### src/rtl/cmr_map.svh
// register offsets, field positions, reset values and decode figures of the charger bank
`ifndef CMR_MAP_SVH
`define CMR_MAP_SVH

// register pointer values on the serial bus
`define CMR_OFS_IRQ_MASK   8'h07
`define CMR_OFS_THERM_THR  8'h20
`define CMR_OFS_INPUT_CFG  8'h21
`define CMR_RD_UNMAPPED    8'h00

// reset values; bit 0 of the input config is replaced by the factory bit
`define CMR_RST_IRQ_MASK   8'hff
`define CMR_RST_THERM_THR  8'h0f
`define CMR_RST_INPUT_CFG  8'h10

// field positions
`define CMR_NUM_EVT        7
`define CMR_F_EVT_MASK     6:0
`define CMR_F_HOT          7:6
`define CMR_F_WARM         5:4
`define CMR_F_COOL         3:2
`define CMR_F_COLD         1:0
`define CMR_F_VMIN         7:5
`define CMR_F_ILIM         4:2
`define CMR_B_PQ           1
`define CMR_B_EN           0

// threshold tables in millivolts, code 3 in the top slice, 11 bits a slot
`define CMR_THR_W          11
`define CMR_HOT_MV_TBL     {11'd291, 11'd327, 11'd367, 11'd411}
`define CMR_WARM_MV_TBL    {11'd367, 11'd411, 11'd459, 11'd511}
`define CMR_COOL_MV_TBL    {11'd747, 11'd807, 11'd867, 11'd923}
`define CMR_COLD_MV_TBL    {11'd867, 11'd923, 11'd976, 11'd1024}

// linear settings
`define CMR_VMIN_BASE_MV   13'd4000
`define CMR_VMIN_STEP_MV   13'd100
`define CMR_ILIM_STEP_MA   9'd95
`define CMR_ILIM_MAX_CODE  3'h4
`define CMR_PQ_LO_PCT      5'd10
`define CMR_PQ_HI_PCT      5'd20

// serial bus byte length in bits
`define CMR_BYTE_BITS      4'h8

`endif

### src/rtl/cmr_pkg.sv
// types shared by the charger mask and config register bank
package cmr_pkg;

    // serial slave sequencer, one-hot
    typedef enum logic [7:0] {
        CMR_IDLE  = 8'h01,
        CMR_ADDR  = 8'h02,
        CMR_AACK  = 8'h04,
        CMR_PTR   = 8'h08,
        CMR_WDATA = 8'h10,
        CMR_WACK  = 8'h20,
        CMR_RDATA = 8'h40,
        CMR_RACK  = 8'h80
    } cmr_st_t;

    typedef struct packed {
        cmr_st_t    st;
        logic [3:0] cnt;
        logic [7:0] sh;
        logic [7:0] ptr;
        logic       rw;
        logic       nack;
        logic       oe;
        logic       scl_p;
        logic       sda_p;
        logic [7:0] mask;
        logic [7:0] thr;
        logic [7:0] incfg;
        logic       irq;
    } cmr_regs_t;

    typedef struct packed {
        logic [10:0] hot_mv;
        logic [10:0] warm_mv;
        logic [10:0] cool_mv;
        logic [10:0] cold_mv;
        logic [12:0] vmin_mv;
        logic [8:0]  ilim_ma;
        logic        ilim_rsvd;
        logic [4:0]  pq_pct;
    } cmr_dec_t;

endpackage : cmr_pkg

### src/rtl/cmr_sync.sv
// three-stage pin synchroniser with agreement filter on the last two stages
`timescale 1ns/1ps
`default_nettype none

module cmr_sync #(
    parameter int         W   = 2,
    parameter logic [1:0] RST = 2'h3
) (
    // clock and reset
    input  wire logic         clk_sys_i,
    input  wire logic         srst_i,
    // pins and filtered levels
    input  wire logic [W-1:0] pin_i,
    output logic      [W-1:0] lvl_o
);
    typedef struct packed {
        logic [W-1:0] s1;
        logic [W-1:0] s2;
        logic [W-1:0] s3;
        logic [W-1:0] lvl;
    } cmr_sync_t;

    cmr_sync_t q;
    cmr_sync_t d;

    // stage one feeds only stage two; the level moves once two and three agree
    always_comb begin
        d    = q;
        d.s1 = pin_i;
        d.s2 = q.s1;
        d.s3 = q.s2;
        for (int i = 0; i < W; i++) begin
            if (q.s2[i] == q.s3[i]) begin
                d.lvl[i] = q.s3[i];
            end
        end
        if (srst_i) begin
            d = '{s1: RST[W-1:0], s2: RST[W-1:0], s3: RST[W-1:0], lvl: RST[W-1:0]};
        end
    end

    always_ff @(posedge clk_sys_i) begin
        q <= d;
    end

    assign lvl_o = q.lvl;

endmodule : cmr_sync
`default_nettype wire

### src/rtl/cmr_decode.sv
// turns threshold, input-voltage, current-limit and precharge codes into settings
`timescale 1ns/1ps
`default_nettype none
`include "cmr_map.svh"

module cmr_decode
    import cmr_pkg::*;
(
    // clock and reset
    input  wire logic        clk_sys_i,
    input  wire logic        srst_i,
    // register contents and the order select strap
    input  wire logic [7:0]  thr_i,
    input  wire logic [7:0]  incfg_i,
    input  wire logic        current_limit_order_select_i,
    // decoded settings, registered
    output logic      [10:0] hot_mv_o,
    output logic      [10:0] warm_mv_o,
    output logic      [10:0] cool_mv_o,
    output logic      [10:0] cold_mv_o,
    output logic      [12:0] vmin_mv_o,
    output logic      [8:0]  ilim_ma_o,
    output logic             ilim_rsvd_o,
    output logic      [4:0]  pq_pct_o
);
    cmr_dec_t q;
    cmr_dec_t d;
    logic [2:0] ilim_code;
    logic [2:0] ilim_eff;

    // one slot of a four-entry threshold table
    function automatic logic [10:0] pick(input logic [43:0] tbl, input logic [1:0] code);
        pick = tbl[code*`CMR_THR_W +: `CMR_THR_W];
    endfunction : pick

    always_comb begin
        d           = q;
        ilim_code   = incfg_i[`CMR_F_ILIM];
        ilim_eff    = ilim_code;
        d.hot_mv    = pick(`CMR_HOT_MV_TBL, thr_i[`CMR_F_HOT]);
        d.warm_mv   = pick(`CMR_WARM_MV_TBL, thr_i[`CMR_F_WARM]);
        d.cool_mv   = pick(`CMR_COOL_MV_TBL, thr_i[`CMR_F_COOL]);
        d.cold_mv   = pick(`CMR_COLD_MV_TBL, thr_i[`CMR_F_COLD]);
        d.vmin_mv   = `CMR_VMIN_BASE_MV
                    + 13'(incfg_i[`CMR_F_VMIN]) * `CMR_VMIN_STEP_MV;
        // reversed order counts down from the top code
        if (current_limit_order_select_i) begin
            ilim_eff = `CMR_ILIM_MAX_CODE - ilim_code;
        end
        // reserved codes give no limit value rather than a guessed one
        d.ilim_rsvd = (ilim_code > `CMR_ILIM_MAX_CODE);
        d.ilim_ma   = d.ilim_rsvd ? 9'h000
                    : (9'(ilim_eff) + 9'h001) * `CMR_ILIM_STEP_MA;
        d.pq_pct    = incfg_i[`CMR_B_PQ] ? `CMR_PQ_HI_PCT : `CMR_PQ_LO_PCT;
        if (srst_i) begin
            d = '0;
        end
    end

    always_ff @(posedge clk_sys_i) begin
        q <= d;
    end

    assign hot_mv_o    = q.hot_mv;
    assign warm_mv_o   = q.warm_mv;
    assign cool_mv_o   = q.cool_mv;
    assign cold_mv_o   = q.cold_mv;
    assign vmin_mv_o   = q.vmin_mv;
    assign ilim_ma_o   = q.ilim_ma;
    assign ilim_rsvd_o = q.ilim_rsvd;
    assign pq_pct_o    = q.pq_pct;
endmodule : cmr_decode
`default_nettype wire

### src/rtl/cmr_regs.sv
// charger interrupt mask and config register bank behind a serial slave port
// Functional notes
// - a set mask bit stops its event flag reaching the interrupt; clear passes it
// - hot field bits 7:6 picks 0.411, 0.367, 0.327 or 0.291 volts
// - warm field bits 5:4 picks 0.511, 0.459, 0.411 or 0.367 volts
// - cool field bits 3:2 picks 0.923, 0.867, 0.807 or 0.747 volts
// - cold field bits 1:0 picks 1.024, 0.976, 0.923 or 0.867 volts
// - input minimum voltage bits 7:5: 4.0 volts plus 0.1 volts per step
// - input current limit bits 4:2: 95 mA steps up to 475; above four reserved
// - order select high reverses the current limit code to value mapping
// - bit 1 sets precharge current at ten or twenty percent of fast charge
// - bit 0 enables the charger; its reset value comes from factory memory
`timescale 1ns/1ps
`default_nettype none
`include "cmr_map.svh"

module cmr_regs
    import cmr_pkg::*;
#(
    parameter logic [6:0] DEV_ADDR = 7'h2a  // arbitrary bus address
) (
    // clock and reset
    input  wire logic        clk_sys_i,
    input  wire logic        srst_i,
    // serial control bus pins
    input  wire logic        scl_i,
    input  wire logic        sda_i,
    output logic             sda_o,
    output logic             sda_oe_o,
    // event flags and strap inputs
    input  wire logic [6:0]  evt_flags_i,
    input  wire logic        otp_charger_en_i,
    input  wire logic        current_limit_order_select_i,
    // interrupt and charger controls
    output logic             irq_o,
    output logic             charger_enable_bit_o,
    output logic      [10:0] hot_mv_o,
    output logic      [10:0] warm_mv_o,
    output logic      [10:0] cool_mv_o,
    output logic      [10:0] cold_mv_o,
    output logic      [12:0] vmin_mv_o,
    output logic      [8:0]  ilim_ma_o,
    output logic             ilim_rsvd_o,
    output logic      [4:0]  pq_pct_o
);
    cmr_regs_t  q;
    cmr_regs_t  d;
    logic       scl;
    logic       sda;
    logic       rise;
    logic       fall;
    logic       start;
    logic       stop;
    logic [7:0] rd_byte;
    logic [7:0] sh_next;

    // readback of the bank; unmapped pointers read as zero
    function automatic logic [7:0] rd_fn(input cmr_regs_t r);
        case (r.ptr)
            `CMR_OFS_IRQ_MASK:  rd_fn = r.mask;
            `CMR_OFS_THERM_THR: rd_fn = r.thr;
            `CMR_OFS_INPUT_CFG: rd_fn = r.incfg;
            default:            rd_fn = `CMR_RD_UNMAPPED;
        endcase
    endfunction : rd_fn

    // pins cross in through four flops, three stages and the filtered level, before any edge is looked at
    cmr_sync #(
        .W   (2),
        .RST (2'h3)
    ) u_sync (
        .clk_sys_i (clk_sys_i),
        .srst_i    (srst_i),
        .pin_i     ({scl_i, sda_i}),
        .lvl_o     ({scl, sda})
    );

    // bus conditions from the filtered levels
    assign rise  = scl & ~q.scl_p;
    assign fall  = ~scl & q.scl_p;
    assign start = scl & q.scl_p & q.sda_p & ~sda;
    assign stop  = scl & q.scl_p & ~q.sda_p & sda;

    // slave sequencer, register bank and interrupt combine
    always_comb begin
        d       = q;
        rd_byte = rd_fn(q);
        sh_next = {q.sh[6:0], 1'b0};
        d.scl_p = scl;
        d.sda_p = sda;
        // unmasked flags only; bit 7 of the mask gates nothing
        d.irq   = |(evt_flags_i & ~q.mask[`CMR_F_EVT_MASK]);
        if (start) begin
            // a repeated start lands here as well and keeps the pointer
            d.st  = CMR_ADDR;
            d.cnt = 4'h0;
            d.oe  = 1'b0;
        end else if (stop) begin
            d.st = CMR_IDLE;
            d.oe = 1'b0;
        end else if (rise) begin
            case (q.st)
                CMR_ADDR, CMR_PTR, CMR_WDATA: begin
                    d.sh  = {q.sh[6:0], sda};
                    d.cnt = q.cnt + 4'h1;
                end
                CMR_RDATA: begin
                    d.cnt = q.cnt + 4'h1;
                end
                CMR_RACK: begin
                    d.nack = sda;
                end
                default: begin
                end
            endcase
        end else if (fall) begin
            case (q.st)
                CMR_ADDR: begin
                    if (q.cnt == `CMR_BYTE_BITS) begin
                        if (q.sh[7:1] == DEV_ADDR) begin
                            d.rw = q.sh[0];
                            d.oe = 1'b1;
                            d.st = CMR_AACK;
                        end else begin
                            d.st = CMR_IDLE;
                        end
                    end
                end
                CMR_AACK: begin
                    d.cnt = 4'h0;
                    if (q.rw) begin
                        d.sh = rd_byte;
                        d.oe = ~rd_byte[7];
                        d.st = CMR_RDATA;
                    end else begin
                        d.oe = 1'b0;
                        d.st = CMR_PTR;
                    end
                end
                CMR_PTR: begin
                    if (q.cnt == `CMR_BYTE_BITS) begin
                        d.ptr = q.sh;
                        d.oe  = 1'b1;
                        d.st  = CMR_WACK;
                    end
                end
                CMR_WDATA: begin
                    if (q.cnt == `CMR_BYTE_BITS) begin
                        // bit 7 of the mask is stored as written
                        case (q.ptr)
                            `CMR_OFS_IRQ_MASK:  d.mask  = q.sh;
                            `CMR_OFS_THERM_THR: d.thr   = q.sh;
                            `CMR_OFS_INPUT_CFG: d.incfg = q.sh;
                            default: begin
                            end
                        endcase
                        d.ptr = q.ptr + 8'h01;
                        d.oe  = 1'b1;
                        d.st  = CMR_WACK;
                    end
                end
                CMR_WACK: begin
                    d.oe  = 1'b0;
                    d.cnt = 4'h0;
                    d.st  = CMR_WDATA;
                end
                CMR_RDATA: begin
                    if (q.cnt == `CMR_BYTE_BITS) begin
                        d.oe  = 1'b0;
                        d.ptr = q.ptr + 8'h01;
                        d.st  = CMR_RACK;
                    end else begin
                        d.sh = sh_next;
                        d.oe = ~sh_next[7];
                    end
                end
                CMR_RACK: begin
                    // a nack ends the read; the master then sends stop
                    if (!q.nack) begin
                        d.sh  = rd_byte;
                        d.oe  = ~rd_byte[7];
                        d.cnt = 4'h0;
                        d.st  = CMR_RDATA;
                    end else begin
                        d.st = CMR_IDLE;
                    end
                end
                default: begin
                    d.st = CMR_IDLE;
                end
            endcase
        end
        if (srst_i) begin
            d       = '0;
            d.st    = CMR_IDLE;
            d.scl_p = 1'b1;
            d.sda_p = 1'b1;
            d.mask  = `CMR_RST_IRQ_MASK;
            d.thr   = `CMR_RST_THERM_THR;
            d.incfg = `CMR_RST_INPUT_CFG;
            // enable comes up as the factory bit, loaded while reset is held
            d.incfg[`CMR_B_EN] = otp_charger_en_i;
        end
    end

    always_ff @(posedge clk_sys_i) begin
        q <= d;
    end

    // decoded settings are registered inside the decoder
    cmr_decode u_decode (
        .clk_sys_i                    (clk_sys_i),
        .srst_i                       (srst_i),
        .thr_i                        (q.thr),
        .incfg_i                      (q.incfg),
        .current_limit_order_select_i (current_limit_order_select_i),
        .hot_mv_o                     (hot_mv_o),
        .warm_mv_o                    (warm_mv_o),
        .cool_mv_o                    (cool_mv_o),
        .cold_mv_o                    (cold_mv_o),
        .vmin_mv_o                    (vmin_mv_o),
        .ilim_ma_o                    (ilim_ma_o),
        .ilim_rsvd_o                  (ilim_rsvd_o),
        .pq_pct_o                     (pq_pct_o)
    );

    // open-drain data: only the enable moves, the driven level is always low
    assign sda_o                = 1'b0;
    assign sda_oe_o             = q.oe;
    assign irq_o                = q.irq;
    assign charger_enable_bit_o = q.incfg[`CMR_B_EN];
endmodule : cmr_regs
`default_nettype wire

### config.mk
export PLATFORM = sky130hd
export DESIGN_NAME = cmr_regs
export DESIGN_NICKNAME = d
export VERILOG_FILES = /design/src/rtl/cmr_pkg.sv /design/src/rtl/cmr_sync.sv /design/src/rtl/cmr_decode.sv /design/src/rtl/cmr_regs.sv
export VERILOG_INCLUDE_DIRS = /design/src /design/src/rtl
export SDC_FILE = /design/constraint.sdc
export NUM_CORES = 1
export LEC_CHECK = 0
export ABC_AREA = 1
export BUFFER_PORTS_ARGS = -buffer_cell sky130_fd_sc_hd__buf_2
export CAP_MARGIN = 20
export CORE_MARGIN = 2
export CORE_UTILIZATION = 59
export CTS_BUF_LIST = sky130_fd_sc_hd__clkbuf_4 sky130_fd_sc_hd__clkbuf_8
export CTS_CLUSTER_SIZE = 28
export DETAILED_ROUTE_END_ITERATION = 8
export PLACE_DENSITY = 0.82
export SLEW_MARGIN = 20
export SYNTH_ARGS = -nofsm -noshare
export SYNTH_HDL_FRONTEND = slang
export SYNTH_SLANG_ARGS = --single-unit
### constraint.sdc
create_clock -name clk_sys_i -period 4.65 [get_ports clk_sys_i]
set_input_delay 0.6975 -clock clk_sys_i [delete_from_list [all_inputs] [get_ports clk_sys_i]]
set_output_delay 0.6975 -clock clk_sys_i [all_outputs]
set_load 0.01 [all_outputs]
==> reports/results.tsv <==
metric	value	unit
crit start category	flip-flop	
Routed WL per cell	13.5	um
top-area cell type share of the netlist area	37.0	%
Comb pwr share	5.7	%
Seq/Total Area, Yosys	37.5	%
first-pass GRT wire length	21.9	mm
Mapped Avg Cell Area	7.64	um^2
r2r setup slk	370	ps
Tcrit/Tclk final	92.1	%
Worst Path Required	4950	ps
H-tree depth	3	
vias in the first global route	4708	
Synth area leader	dfxtp_1	
internal power	1.22	mW
Worst R2R Path Depth	22	
Final Hold Viols	0	
GR Layer Usage met1	30.6	%
share of cells above drive strength 1	18.9	%
GRT met3 Usage	3.32	%
Max Buffers Root-to-Sink	2	
core area	9770	um^2
CP Class	flip-flop to flip-flop	
DRT Wirelength	13.0	mm
initial DRC count	429	
row count	36	
f_max	234	MHz
count of cell types in the netlist	44	
worst vdd ir	174	uV
worst rel slew slack	62.0	%
Post-synth ARST share	0	%
clk slew on worst S/H paths	120	ps
Yosys warning count	0	
die height	104	um
minimum clock period	4280	ps
initial antenna violation count	0	
placed insts	953	
CP max stage delay	590	ps
switching share of power	26.4	%
clk sinks	111	
Hold Crit Depth	1	
Final HPWL DP	9.71	mm
sequential group share of total power	58.7	%
Power Density	258	nW/um^2
DRC violations left	0	
CP max stage cell	dfxtp_1	
main flop type after synthesis	dfxtp_1	
hold path start	u_sync.q[7]$_SDFF_PP1_	
Mapped Area	5950	um^2
EDFF count, synth	1	
Crit path depth	22	
CP Cell Sequence	inv_1 -> ha_1 -> nand2_1 -> o21ai_0 -> ha_1 -> inv_1 -> nand2_1 -> nand2_1 -> xor2_1 -> inv_1 -> ha_1 -> inv_1 -> fa_1 -> fa_1 -> inv_1 -> nand3_1 -> nand2_1 -> a21oi_1 -> o21bai_1 -> nand2_1 -> nand2_1 -> nor2_1	
FF+latch count, synth	111	
grt peak-use layer	met2	
fin cells	969	
GP Congestion	0.923	
GRT Residual Overflow	0	
Final #Nets	885	
Worst EP arrival	4580	ps
pin count of the biggest net entering global routing	51	
Syn-to-layout area delta	8.06	%
CP startpoint	q[3]$_SDFFE_PP0P_	
final core utilization	65.7	%
gr usage total	24.1	%
footprint of the multi-input gates	3070	um^2
Antenna Cells	0	
Worst path most repeated cell	nand2_1	
CP top delay family	adder cells	
Filler cells	836	
Mapped Cells	778	
RR Startpoint	q[3]$_SDFFE_PP0P_	
post-detailed-route via-to-cell ratio	5.28	
P_sw	439	uW
outcome	completed	
CTS tree	yes	
aggregate negative setup slack	0	ps
setup bufs post-CTS	0	
# hold bufs at CTS	0	
Crit Path Max Fanout	9	
Clock Latency Late Sink	390	ps
vias after detailed routing	5120	
clock power share	35.6	%
# IOs	89	
Detail Route Antenna Nets	0	
buffers added on ports	78	
Setup Skew	17.0	ps
first drt pass iteration count	5	
Die Wd	104	um
final setup vio count	0	
HP Class	flip-flop to flip-flop	
Die ar.	10900	um^2
initial core utilization	60.8	%
Max Cap Violations	0	
Buf/Inv on CP	5	
Tightest Pin Transition	567	ps
Sequential Area	2230	um^2
global routing usage on met2	42.0	%
crit end category	flip-flop	
Synth area leaders	dfxtp_1 (37%), nand2_1 (8.9%), ha_1 (7.4%), nor2_1 (5.8%), inv_1 (5.3%)	
post-CTS sizing	0	
CTS Root Cell	clkbuf_8	
TritonCTS buffer count	9	
Final Max Slew Viols	0	
setup repair after global routing missed its margin	false	
Design Power	1.66	mW
Lkg Pwr	3.21	nW
==> sequential cells by signal, summed over array words and instances, names as in the netlist, 2 cells and up <==
signal and count:
u_decode.cold_mv_o 7, u_sync.q 6, u_decode.hot_mv_o 4, u_sync.lvl_o 2, u_decode.vmin_mv_o 11, u_decode.ilim_ma_o 9, u_decode.warm_mv_o 5, u_decode.pq_pct_o 2
q 55, u_decode.cool_mv_o 6
==> final timing paths <==
check                                          end
setup reg to reg  u_decode.ilim_ma_o[8]$_SDFF_PP0_
setup / recovery  u_decode.ilim_ma_o[8]$_SDFF_PP0_
hold / removal              u_sync.q[5]$_SDFF_PP1_
hold reg to reg             u_sync.q[5]$_SDFF_PP1_
==> through the flow <==
step           hold WS [ps]  instance area [um^2]  setup slack (ps)
2_1_floorplan           389                  5980               833
3_3_place_gp            398                  6220               564
3_5_place_dp            401                  6220               394
4_1_cts                 426                  6430               363
5_1_grt                 442                  6430              2.26
6_report                421                  6430               369
==> worst reg2reg max path, delay by kind of cell, from the launching register on <==
| kind | cells | cell delay, ps |
|---|---|---|
| adders and majority gates | 5 | 1890 |
| AOI/OAI and AO/OA | 3 | 360 |
| and+or+nand+nor | 8 | 580 |
| DFF | 1 | 590 |
| xor gates and xnor gates | 1 | 150 |
| buffers and inverters | 5 | 600 |
==> cells in the final DEF (no fill, tap or decap), types with 3 or more instances in the layout <==
master and count:
nand2_1 141, dfxtp_1 110, nor2_1 92, inv_1 84, buf_2 78, nand3_1 61, a21oi_1 51, ha_1 35
o21ai_0 32, o211ai_1 14, nand2_2 12, nor3_1 11, nor2_2 10, conb_1 10, or2_2 9, clkbuf_8 9
nor2_4 8, inv_2 7, xor2_1 6, nand4_1 6, fa_1 6, nand2_4 5, o21ai_1 4, nand3_2 3
o22ai_1 3, a211oi_1 3, clkinv_4 3
==> final cells by class <==
type / count / share of cell area, %
inverters: 92 / 5.37
flip-flops and latches: 111 / 34.7
well taps: 133 / 2.59
clock buffers: 9 / 1.93
clock inverters: 7 / 1.34
multi-input cells: 537 / 47.7
repair buffers: 80 / 6.31
==> cell usage after synthesis (all sizes together), types with 9 or more instances <==
master / n
nand3: 64
o211ai: 14
nor3: 12
nor2: 112
nand2: 158
inv: 91
or2: 9
o21ai: 36
dfxtp: 110
ha: 35
buf: 39
a21oi: 51
==> cell families after synthesis <==
logic type                 Yosys count  synth area share [%]
xor gates and xnor gates             7                  1.03
and+or+nand+nor                    366                  29.8
adders and majority gates           41                  9.38
AOI/OAI and AO/OA                  113                  10.7
other                                1                0.0631
buffers and inverters              139                  11.5
DFF                                111                  37.5
==> power by group through the flow <==
| stage | clock network, mW | logic, mW | registers, mW |
|---|---|---|---|
| 6_report | 0.591 | 0.0942 | 0.975 |
| 4_1_cts | 0.600 | 0.0945 | 0.976 |
| 2_1_floorplan | 0 | 0.0635 | 1.01 |
| 3_5_place_dp | 0 | 0.0942 | 0.997 |
| 5_1_grt | 0.644 | 0.104 | 0.978 |
| 3_3_place_gp | 0 | 0.0921 | 0.996 |
==> layer usage <==
metal | wire, um | vias up
met3 | 873 | 27
met1 | 5540 | 2324
met4 | 261 | 0
met5 | 0 | -
li1 | - | 2572
met2 | 6370 | 197
(Power assumes the default switching activity.)
